==> src/urxaf_pkg.sv <==
// Shared constants and types of the UART receiver with address filter
package urxaf_pkg;

  // ****************************************
  // Register offsets
  // ****************************************
  localparam logic [4:0] OFF_CTRL  = 5'h00;
  localparam logic [4:0] OFF_STAT  = 5'h04;
  localparam logic [4:0] OFF_RXBUF = 5'h08;
  localparam logic [4:0] OFF_SLAVE_ADDR_REG = 5'h0c;
  localparam logic [4:0] OFF_SMASK = 5'h10;
  localparam logic [4:0] OFF_IMASK = 5'h14;
  localparam int unsigned ADDR_LOW = 5;

  // ****************************************
  // Field positions
  // ****************************************
  localparam int unsigned STB_RI  = 0;
  localparam int unsigned STB_FE  = 1;
  localparam int unsigned STB_RB8 = 2;

  // ****************************************
  // Reset values
  // ****************************************
  localparam logic [4:0] CTRL_RST  = 5'h00;
  localparam logic [7:0] SLAVE_ADDR_REG_RST = 8'h00;
  localparam logic [7:0] SMASK_RST = 8'h00;
  localparam logic [1:0] IMASK_RST = 2'h0;

  // ****************************************
  // Modes and oversampling counts
  // ****************************************
  localparam logic [1:0] MODE_SHIFT = 2'h0;
  localparam logic [1:0] MODE_TEN   = 2'h1;
  localparam int unsigned CNT_W     = 4;
  localparam logic [3:0] CNT_S1     = 4'h7;
  localparam logic [3:0] CNT_S2     = 4'h8;
  localparam logic [3:0] CNT_S3     = 4'h9;
  localparam logic [3:0] LAST_TEN   = 4'h7;
  localparam logic [3:0] LAST_ELEV  = 4'h8;

  // Control register layout, mode in the low bits
  typedef struct packed {
    logic       frame_err_select;
    logic       multiproc_enable;
    logic       rx_enable;
    logic [1:0] mode;
  } urxaf_ctrl_s;

  // Sticky event bits, same layout as the mask
  typedef struct packed {
    logic framing_error_flag;
    logic receive_flag;
  } urxaf_evt_s;

  typedef enum logic [1:0] {
    ST_IDLE,
    ST_START,
    ST_DATA,
    ST_STOP
  } urxaf_state_e;

endpackage : urxaf_pkg

==> src/urxaf_top.sv <==
// UART receiver for 10/11-bit frames with address filter and APB registers
//
// Function
// - Oversample the line at sixteen times baud; start on a falling edge.
// - On that edge reset the sixteen-state bit counter at once.
// - Sample at counter states seven, eight, nine; take two-of-three majority.
// - A first bit not zero abandons the frame and waits for a new edge.
// - 10-bit frame loads only if flag clear and (no multiproc or stop one).
// - Accepted 10-bit frame puts stop bit in ninth bit, data in buffer.
// - 11-bit frames use the same start detection and majority sampling.
// - 11-bit frame loads only if flag clear and (no multiproc or ninth one with address match).
// - Accepted 11-bit frame stores ninth bit and data; rejected frame is lost.
// - Multiproc enable has no effect in shift-register mode.
// - With multiproc in 11-bit modes, flag needs ninth one and address match.
// - Given address compares only bits whose mask bit is one.
// - Broadcast is address OR mask; its zero bits are don't-cares.
// - Reset clears address and mask so every byte matches.
// - 11-bit frame is start zero, eight bits LSB first, ninth, stop one.
// - Receive flag rises near the middle of the stop bit.
// - Framing error flag sets on a bad stop bit; only software clears it.
`timescale 1ns/1ps
`default_nettype none

module urxaf_top
  import urxaf_pkg::*;
(
  input  wire logic        pclk,
  input  wire logic        presetn,
  input  wire logic        psel,
  input  wire logic        penable,
  input  wire logic        pwrite,
  input  wire logic [31:0] paddr,
  input  wire logic [31:0] pwdata,
  input  wire logic [3:0]  pstrb,
  output logic      [31:0] prdata,
  output logic             pready,
  output logic             pslverr,
  input  wire logic        baud_tick16,
  input  wire logic        rxd,
  output logic             irq
);

  // ****************************************
  // Declarations
  // ****************************************
  logic             rxd_meta_ff;
  logic             rxd_sync_ff;
  logic             rxd_prev_ff;
  urxaf_ctrl_s      ctrl_ff;
  logic [7:0]       slave_addr_reg_ff;
  logic [7:0]       smask_ff;
  logic [7:0]       rxbuf_ff;
  logic             rb8_ff;
  urxaf_evt_s       evt_ff;
  urxaf_evt_s       imask_ff;
  urxaf_state_e     state_ff;
  logic [CNT_W-1:0] cnt_ff;
  logic [3:0]       bit_idx_ff;
  logic [8:0]       shift_ff;
  logic [31:0]      prdata_ff;
  logic [31:0]      nxt_prdata;
  logic             addr_ok;
  logic             setup_ph;
  logic             access_ph;
  logic             wr_en;
  logic             bit_done;
  logic             bit_val;
  logic             addr_hit;
  logic             rx_active;
  logic             fall_seen;
  logic             mode_eleven;
  logic             frame_end;
  logic             accept;
  logic             load_ok;
  logic             fe_set;
  logic [7:0]       rx_byte;
  logic [3:0]       last_idx;
  urxaf_evt_s       evt_clr;

  // ****************************************
  // APB slave
  // ****************************************

  // Zero-wait slave: read data captured in setup
  assign setup_ph  = psel & ~penable;
  assign access_ph = psel & penable;
  assign wr_en     = access_ph & pwrite & pstrb[0] & addr_ok;
  assign pready    = 1'b1;
  assign pslverr   = access_ph & ~addr_ok;
  assign prdata    = prdata_ff;

  // Address decode and read mux
  always_comb
  begin
    addr_ok    = 1'b1;
    nxt_prdata = 32'h0000_0000;
    if (paddr[31:ADDR_LOW] != '0)
      addr_ok = 1'b0;
    else if (paddr[4:0] == OFF_CTRL)
      nxt_prdata[4:0] = ctrl_ff;
    else if (paddr[4:0] == OFF_STAT)
      nxt_prdata[2:0] = {rb8_ff, evt_ff};
    else if (paddr[4:0] == OFF_RXBUF)
      nxt_prdata[7:0] = rxbuf_ff;
    else if (paddr[4:0] == OFF_SLAVE_ADDR_REG)
      nxt_prdata[7:0] = slave_addr_reg_ff;
    else if (paddr[4:0] == OFF_SMASK)
      nxt_prdata[7:0] = smask_ff;
    else if (paddr[4:0] == OFF_IMASK)
      nxt_prdata[1:0] = imask_ff;
    else
      addr_ok = 1'b0;
  end

  // Read data register
  always_ff @(posedge pclk or negedge presetn)
  begin
    if (!presetn)
      prdata_ff <= 32'h0000_0000;
    else if (setup_ph)
      prdata_ff <= nxt_prdata;
  end

  // Software-written configuration
  always_ff @(posedge pclk or negedge presetn)
  begin
    if (!presetn)
    begin
      ctrl_ff  <= CTRL_RST;
      slave_addr_reg_ff <= SLAVE_ADDR_REG_RST;
      smask_ff <= SMASK_RST;
      imask_ff <= IMASK_RST;
    end
    else if (wr_en)
    begin
      if (paddr[4:0] == OFF_CTRL)
        ctrl_ff <= pwdata[4:0];
      else if (paddr[4:0] == OFF_SLAVE_ADDR_REG)
        slave_addr_reg_ff <= pwdata[7:0];
      else if (paddr[4:0] == OFF_SMASK)
        smask_ff <= pwdata[7:0];
      else if (paddr[4:0] == OFF_IMASK)
        imask_ff <= pwdata[1:0];
    end
  end

  // Write-one-to-clear request on status
  assign evt_clr = (wr_en && paddr[4:0] == OFF_STAT) ? pwdata[1:0] : 2'h0;

  // ****************************************
  // Line synchroniser and start detection
  // ****************************************

  // Two flops before any logic reads the line
  always_ff @(posedge pclk or negedge presetn)
  begin
    if (!presetn)
    begin
      rxd_meta_ff <= 1'b1;
      rxd_sync_ff <= 1'b1;
    end
    else
    begin
      rxd_meta_ff <= rxd;
      rxd_sync_ff <= rxd_meta_ff;
    end
  end

  // Line level at the previous oversample tick
  always_ff @(posedge pclk or negedge presetn)
  begin
    if (!presetn)
      rxd_prev_ff <= 1'b1;
    else if (baud_tick16)
      rxd_prev_ff <= rxd_sync_ff;
  end

  // Shift-register mode leaves the receiver idle
  assign rx_active = ctrl_ff.rx_enable && (ctrl_ff.mode != MODE_SHIFT);
  assign fall_seen = rx_active && (state_ff == ST_IDLE) && baud_tick16
                     && rxd_prev_ff && !rxd_sync_ff;

  // Sixteen-state bit counter, cleared by the start edge
  always_ff @(posedge pclk or negedge presetn)
  begin
    if (!presetn)
      cnt_ff <= '0;
    else if (fall_seen)
      cnt_ff <= '0;
    else if (state_ff != ST_IDLE && baud_tick16)
      cnt_ff <= cnt_ff + 4'h1;
  end

  // Majority sampling shared by all frame modes
  urxaf_bit_sampler u_sampler (
    .pclk     (pclk),
    .presetn  (presetn),
    .tick     (baud_tick16 && state_ff != ST_IDLE),
    .cnt      (cnt_ff),
    .rxd_s    (rxd_sync_ff),
    .bit_done (bit_done),
    .bit_val  (bit_val)
  );

  // ****************************************
  // Frame sequencing
  // ****************************************
  assign mode_eleven = ctrl_ff.mode[1];
  assign last_idx    = mode_eleven ? LAST_ELEV : LAST_TEN;

  // State, bit index and input shift register
  always_ff @(posedge pclk or negedge presetn)
  begin
    if (!presetn)
    begin
      state_ff   <= ST_IDLE;
      bit_idx_ff <= 4'h0;
      shift_ff   <= 9'h000;
    end
    else if (!rx_active)
      state_ff <= ST_IDLE;
    else
    begin
      case (state_ff)
        ST_IDLE:
          if (fall_seen)
            state_ff <= ST_START;
        ST_START:
          if (bit_done)
          begin
            bit_idx_ff <= 4'h0;
            state_ff   <= bit_val ? ST_IDLE : ST_DATA;
          end
        ST_DATA:
          if (bit_done)
          begin
            shift_ff   <= {bit_val, shift_ff[8:1]};
            bit_idx_ff <= bit_idx_ff + 4'h1;
            if (bit_idx_ff == last_idx)
              state_ff <= ST_STOP;
          end
        ST_STOP:
          if (bit_done)
            state_ff <= ST_IDLE;
        default:
          state_ff <= ST_IDLE;
      endcase
    end
  end

  // Data byte sits high after eight shifts, low after nine
  assign rx_byte = mode_eleven ? shift_ff[7:0] : shift_ff[8:1];

  // Address check on the first eight bits
  urxaf_addr_match u_match (
    .rx_byte    (shift_ff[7:0]),
    .slave_addr (slave_addr_reg_ff),
    .slave_mask (smask_ff),
    .hit        (addr_hit)
  );

  // ****************************************
  // Load decision at the stop bit
  // ****************************************

  // Final shift pulse falls mid stop bit
  assign frame_end = (state_ff == ST_STOP) && bit_done;

  // Acceptance per frame mode
  always_comb
  begin
    if (!mode_eleven)
      accept = !evt_ff.receive_flag
               && (!ctrl_ff.multiproc_enable || bit_val);
    else
      accept = !evt_ff.receive_flag
               && (!ctrl_ff.multiproc_enable
                   || (shift_ff[8] && addr_hit));
  end

  assign load_ok = frame_end && accept;
  assign fe_set  = frame_end && ctrl_ff.frame_err_select && !bit_val;

  // Receive buffer and ninth bit load
  always_ff @(posedge pclk or negedge presetn)
  begin
    if (!presetn)
    begin
      rxbuf_ff <= 8'h00;
      rb8_ff   <= 1'b0;
    end
    else if (load_ok)
    begin
      rxbuf_ff <= rx_byte;
      rb8_ff   <= mode_eleven ? shift_ff[8] : bit_val;
    end
  end

  // Sticky events; a set beats a same-cycle clear
  always_ff @(posedge pclk or negedge presetn)
  begin
    if (!presetn)
      evt_ff <= 2'h0;
    else
    begin
      evt_ff.receive_flag <= (evt_ff.receive_flag & ~evt_clr.receive_flag)
                             | load_ok;
      evt_ff.framing_error_flag <= (evt_ff.framing_error_flag
                                   & ~evt_clr.framing_error_flag)
                                   | fe_set;
    end
  end

  // Level interrupt from unmasked events
  assign irq = |(evt_ff & imask_ff);
endmodule : urxaf_top

`default_nettype wire

==> src/urxaf_bit_sampler.sv <==
// Two-of-three majority sampler for one oversampled bit time
`timescale 1ns/1ps
`default_nettype none

module urxaf_bit_sampler
  import urxaf_pkg::*;
(
  input  wire logic             pclk,
  input  wire logic             presetn,
  input  wire logic             tick,
  input  wire logic [CNT_W-1:0] cnt,
  input  wire logic             rxd_s,
  output logic                  bit_done,
  output logic                  bit_val
);

  logic s1_ff;
  logic s2_ff;
  logic done_ff;
  logic val_ff;
  logic at_s3;

  assign at_s3 = tick && (cnt == CNT_S3);

  // First two samples of the bit time
  always_ff @(posedge pclk or negedge presetn)
  begin
    if (!presetn)
    begin
      s1_ff <= 1'b1;
      s2_ff <= 1'b1;
    end
    else
    begin
      if (tick && cnt == CNT_S1)
        s1_ff <= rxd_s;
      if (tick && cnt == CNT_S2)
        s2_ff <= rxd_s;
    end
  end

  // Third sample decides by majority
  always_ff @(posedge pclk or negedge presetn)
  begin
    if (!presetn)
    begin
      done_ff <= 1'b0;
      val_ff  <= 1'b1;
    end
    else
    begin
      done_ff <= at_s3;
      if (at_s3)
        val_ff <= (s1_ff & s2_ff) | (s1_ff & rxd_s) | (s2_ff & rxd_s);
    end
  end

  assign bit_done = done_ff;
  assign bit_val  = val_ff;
endmodule : urxaf_bit_sampler

`default_nettype wire

==> src/urxaf_addr_match.sv <==
// Given and broadcast address comparison for address frames
`timescale 1ns/1ps
`default_nettype none

module urxaf_addr_match
  import urxaf_pkg::*;
(
  input  wire logic [7:0] rx_byte,
  input  wire logic [7:0] slave_addr,
  input  wire logic [7:0] slave_mask,
  output logic            hit
);

  logic [7:0] bcast;
  logic       given_hit;
  logic       bcast_hit;

  // Masked compare; zero mask bits are ignored
  assign given_hit = ((rx_byte ^ slave_addr) & slave_mask) == 8'h00;
  // Broadcast is the OR; its zeros are don't-cares
  assign bcast     = slave_addr | slave_mask;
  assign bcast_hit = ((rx_byte ^ bcast) & bcast) == 8'h00;
  assign hit       = given_hit | bcast_hit;

endmodule : urxaf_addr_match

`default_nettype wire

==> config.mk <==
export PLATFORM = sky130hd
export DESIGN_NAME = urxaf_top
export DESIGN_NICKNAME = d
export VERILOG_FILES = /design/src/urxaf_pkg.sv /design/src/urxaf_top.sv /design/src/urxaf_bit_sampler.sv /design/src/urxaf_addr_match.sv
export SDC_FILE = /design/constraint.sdc
export NUM_CORES = 1
export LEC_CHECK = 0
export CAP_MARGIN = 20
export CORE_ASPECT_RATIO = 0.8
export CORE_MARGIN = 3
export CORE_UTILIZATION = 50
export DETAILED_ROUTE_END_ITERATION = 6
export DONT_BUFFER_PORTS = 1
export MAX_ROUTING_LAYER = met4
export PLACE_DENSITY_LB_ADDON = 0.15
export SLEW_MARGIN = 20
export SYNTH_ARGS = -nofsm -noshare
export SYNTH_HDL_FRONTEND = slang
export SYNTH_SLANG_ARGS = --single-unit
==> constraint.sdc <==
create_clock -name pclk -period 3.3 [get_ports pclk]
set_input_delay 0.495 -clock pclk [delete_from_list [all_inputs] [get_ports pclk]]
set_output_delay 0.495 -clock pclk [all_outputs]
set_load 0.05 [all_outputs]
Word level (Yosys, flattened, before mapping)
Cells that the tools add are included.

word-level totals
  input port bits = 75
  output and inout bits = 35
  word-level logic and storage cells = 149
  bits in registers = 68

operators by class
  reduce and logical (&&, ||, !) cells = 40
  bitwise gates (word level) = 29
  add/sub/neg operators = 2
  equal/unequal tests = 19
  multiplexer cells = 35

operators by type and width
  operator                                        count
  two-way mux 8 bit                               4
  nonzero test 27 bit                             1
  two-way mux 2 bit                               10
  two-way mux 4 bit                               5
  logical AND 1 bit                               17
  bitwise AND 8 bit                               2
  logical NOT 8 bit                               2
  bitwise XOR 8 bit                               2
  bitwise AND 1 bit                               11
  == test 5 x 4 -> 1 bit (second input constant)  2
  == test 5 bit (second input constant)           2
  two-way mux 5 bit                               2
  AND reduction 5 bit                             2
  two-way mux 1 bit                               9
  != test 3 x 2 -> 1 bit (second input constant)  3
  adder 4 x 1 -> 4 bit (second input constant)    2
  == test 4 bit (second input constant)           2
  OR 8 bit                                        1
  case mux 2 bit (4 select lines)                 1
  case mux 4 bit (2 select lines)                 1
  AND reduction 4 bit                             2
  nonzero test 2 bit                              4
  inverter 1 bit                                  7
  two-way mux 3 bit                               2
  other kinds (17)                                29

Depth between registers and ports, before layout
  depth in word-level cells = 14
  mapped depth = 8
  gate-level depth less buffers = 7

Modules after synthesis
A second synthesis with hierarchy kept.

unflattened totals
  cell total of the unflattened synthesis = 355
  area total of the unflattened synthesis = 3826.2 um2

modules (own cells, without submodules)
  module             cells an instance  times used  sequential area each (um2)  area each (um2)
  urxaf_top          316                1           1605.3                      3444.6
  urxaf_bit_sampler  13                 1           103.8                       196.4
  urxaf_addr_match   26                 1           0.0                         185.2

Least setup slack after synthesis
No wires, ideal clock.

  path kind = input to register
  from = in paddr[15]
  to = reg smask_ff[0]
  required time = 3.175 ns
  buffers on the path = 1
  setup time = 0.125 ns
  arrival = 1.897 ns
  setup slack = 1.278 ns
  stages on the path = 6
  cells stage by stage = nor4_1 nand4_1 nor3_2 and4b_1 buf_4 mux2_2

on the way
  longest elaborated chain between the ends = 4

RTL lines
  element                        RTL line          text
  start, declared                urxaf_top.sv:32   input wire logic [31:0] paddr,
  nonzero test 27 bit            urxaf_top.sv:97   if (paddr[31:ADDR_LOW] != '0)
  two-way mux 1 bit              urxaf_top.sv:97
  bitwise AND 1 bit              urxaf_top.sv:87   assign wr_en = access_ph & pwrite & pstrb[0] & addr_ok;
  AND reduction 4 bit (no line)  -
  end signal, assigned           urxaf_top.sv:141  smask_ff <= pwdata[7:0];
  end, declared                  urxaf_top.sv:51   logic [7:0] smask_ff;

Every way passes these cells.
A chain may end at the register's enable or synchronous reset.

Worst setup path after layout
  from = reg ctrl_ff[1] (netlist name)
  to = reg evt_ff[0] (netlist name)

on the way
  longest elaborated chain between the ends = 3

RTL lines
  element                 RTL line          text
  start, declared         urxaf_top.sv:49   urxaf_ctrl_s ctrl_ff;
  start signal, assigned  urxaf_top.sv:137  ctrl_ff <= pwdata[4:0];
  two-way mux 1 bit       urxaf_top.sv:272  if (!mode_eleven)
  logical AND 1 bit       urxaf_top.sv:281  assign load_ok = frame_end && accept;
  OR 1 bit                urxaf_top.sv:307  | load_ok;
  end, declared           urxaf_top.sv:54   urxaf_evt_s evt_ff;

Every way passes these cells.

==> key figures <==
Critical path
  • Data arrival time at the worst-slack endpoint: 2540 ps
  • Setup slack on the worst flop-to-flop path: 1050 ps
  • Startpoint of the worst-slack reg-to-reg timing path: ctrl_ff[1]
  • Number of cells traversed by the worst register-to-register path: 5
  • Worst EP required: 3590 ps
  • CP Launch Type: flop
  • Highest net fanout along the worst path: 24
  • Kind of critical path: reg2reg
  • Capturing element type of the critical path: flop
  • Endpoint of the most critical register-to-register path: evt_ff[0]

Yosys
  • Largest area contributor in the synthesized netlist: dfrtp_1
  • Seq cells post-synth: 68
  • Combined area of all synthesized cells: 0.00405 mm²
  • Synth area leaders: dfrtp_1, mux2_2, buf_4
  • Avg Inst Size Synth: 9.96 µm²
  • Synthesized netlist cell count: 407
  • Share of async-settable or async-resettable flops after synthesis: 1.00
  • Number of enable flip-flop cells after synthesis: 0
  • Number of warning messages in the yosys log: 0
  • Top FF cell, synth: dfrtp_1
  • Yosys top cell area share: 0.383
  • Portion of the post-synthesis area used by sequential elements: 0.422
  • Netlist cell types: 54

CTS
  • Clock tree from TritonCTS: done
  • Number of H-tree levels: 3
  • Post-CTS sizing: 0
  • Clk slew on worst S/H paths: 80 ps
  • CTS Sinks: 68
  • Number of buffers created by CTS: 9
  • Maximum number of buffers from clock root to sink: 2
  • Worst-skew pair later-pin latency: 350 ps
  • Root cell of the clock tree: clkbuf_8
  • Post-CTS setup buffer count: 0

Floorplanning
  • Y dimension of the die: 86.5 µm
  • Area of the die: 0.00923 mm²
  • Top Ports: 110
  • Die boundary width: 107 µm
  • Core ar.: 0.00764 mm²
  • Starting density of the core: 0.531
  • Row cnt: 28

Run
  • Max-capacitance violation count: 0

Timing
  • Max-slew violation total from the final report: 0
  • Setup Viol. Count Final: 0
  • Worst-Margin Slew: 885 ps
  • Post-Route Setup TNS: 0 ps
  • Final hold vios: 0
  • Tcrit/Tclk final: 0.683
  • Worst clock skew: 8.20 ps
  • Relative max-transition margin: 0.410
  • Least setup slack across all paths after layout: 1050 ps
  • Unrepaired setup endpoints after global routing: no
  • FMAX: 444 MHz
  • Fin crit period: 2250 ps

Detailed routing
  • # DRC: 0
  • Average wire length per cell after detail routing: 17.8 µm
  • Via density: 5.90
  • Starting DRC count in detailed routing: 195
  • Sum of routed wire length over all layers: 9100 µm
  • Number of optimization iterations in the first detailed-route pass: 5
  • Vias after detailed routing: 3,023
  • Routed Antenna Nets: 0

GRT
  • Overall fraction of global-route tracks in use: 0.209
  • Antenna violations before repair: 0
  • First-pass GRT wire length: 14,800 µm
  • Number of global-route vias before repair: 2,760
  • Total gr overflow: 0
  • Pin count of the biggest net entering global routing: 69

Status
  • Status: complete, no violations

Layout
  • Number of antenna repair diodes: 0
  • Layout cells sized above 1: 0.174
  • Layout net count: 486
  • Layout overhead on the synthesized area: 5.31%
  • Final core utilization: 0.559
  • Fill cell total of the finished layout: 667
  • Post-route standard cell area excluding fillers: 0.00427 mm²

Pwr
  • IR Drop Worst-Case VDD: 0.292 mV
  • Static leakage: 1.95 nW
  • Total power density per cell area: 415 mW/mm²
  • Total power: 1.77 mW

Placed design
  • HPWL reported at the end of detailed placement: 6480 µm
  • Placer Congestion: 0.908
  • Number of buffers inserted by port buffering: 0
  • Worst slack, placed: 813 ps
  • Post-place instance area: 0.00401 mm²

Worst hold path
  • Class of the tightest hold or removal check: in2async
[critical path, stage by stage, from the launching register on]
cell and delay [ps]:
dfrtp_1 920, nand2_1 210, a31oi_1 560, inv_1 90, a31oi_1 280, a21o_1 120
[power by group]
part	switching [mW]	total [mW]	internal, mW
logic	0.0989	0.121	0.0217
registers	0.00531	0.846	0.840
clock network	0.319	0.804	0.485
total	0.423	1.77	1.35
[through the flow]
step | std cells | hold slack (ps)
after floorplan | 430 | 199
after global placement | 495 | 201
after detailed placement | 495 | 202
after CTS | 512 | 30.4
after global routing | 512 | 26.6
final | 512 | 17.3
[synthesized netlist by cell type, drive strengths merged, types with 2 or more instances]
library cell / count
inv: 8
nand3: 8
clkbuf: 8
nand2: 31
a22o: 7
nand2b: 6
nor4b: 2
mux2i: 11
conb: 2
o2bb2ai: 2
nor4: 7
nor3: 11
nor2: 29
a22oi: 7
or3: 3
and2: 4
xor2: 10
a31oi: 6
buf: 34
dfstp: 6
o21ai: 24
dfrtp: 62
mux2: 39
o21bai: 3
a32oi: 3
o22ai: 3
a211oi: 8
a21oi: 13
nand3b: 4
nand4: 13
a21o: 3
nor2b: 7
ha: 9
[layout by cell type (no fill, tap or decap), types with 7 or more instances in the layout]
cell type  instances
a211oi_1           8
a21oi_1           12
nor2_1            29
a22o_1             7
ha_1               9
nor3_1            10
nand4_1           12
clkbuf_8          12
nand2_1           31
conb_1            25
nor2b_1            7
mux2_2            39
nand3_1            8
o21ai_0           24
dfrtp_1           62
xor2_1            10
a22oi_1            7
mux2i_1           11
inv_1              8
[kinds of logic after synthesis]
family,synth area share
muxes,0.135
AOI/OAI and AO/OA,0.138
xor gates and xnor gates,0.0238
adders and majority gates,0.0302
and+or+nand+nor,0.173
other,0.00185
buffers and inverters,0.0765
DFF,0.422
[layer usage]
layer,part of all wire,vias to the layer above,GRT usage
li1,-,1426,-
met1,0.49,1480,0.313
met2,0.43,110,0.286
met3,0.071,7,0.0551
met4,0.0075,0,0.0418
met5,0,-,-
[repair_timing]
| item | in CTS | in global routing |
|---|---|---|
| hold buffers | 1 | 0 |
| setup endpoints to repair | 0 | 0 |
| hold endpoints to repair | 68 | 0 |
[worst max-delay path by stage]
stage | endpoint | from | depth (start not counted) | slack [ps]
2_1_floorplan | smask_ff[0] | paddr[15] | 6 | 1280
3_3_place_gp | slave_addr_reg_ff[6] | paddr[7] | 5 | 870
3_5_place_dp | slave_addr_reg_ff[7] | paddr[6] | 5 | 810
4_1_cts | pslverr | paddr[6] | 4 | 1100
5_1_grt | rxbuf_ff[5] | ctrl_ff[1] | 4 | 900
6_report | evt_ff[0] | ctrl_ff[1] | 5 | 1050
[sequential cells by signal, summed over array words and instances (netlist names), 2 cells and up]
name	flops
cnt_ff	4
evt_ff	2
shift_ff	9
prdata	8
rxbuf_ff	8
imask_ff	2
ctrl_ff	5
state_ff	2
bit_idx_ff	4
slave_addr_reg_ff	8
smask_ff	8
[final cells by class]
type	instances	area, µm²	share of cell area
flip-flops and latches	68	1710	0.400
multi-input cells	312	2120	0.497
clock inverters	4	70.1	0.0164
clock buffers	12	165	0.0387
well taps	105	131	0.0308
inverters	8	30.0	0.00703
repair buffers	3	42.5	0.00996
No activity file was read; power rests on OpenSTA's default activity.
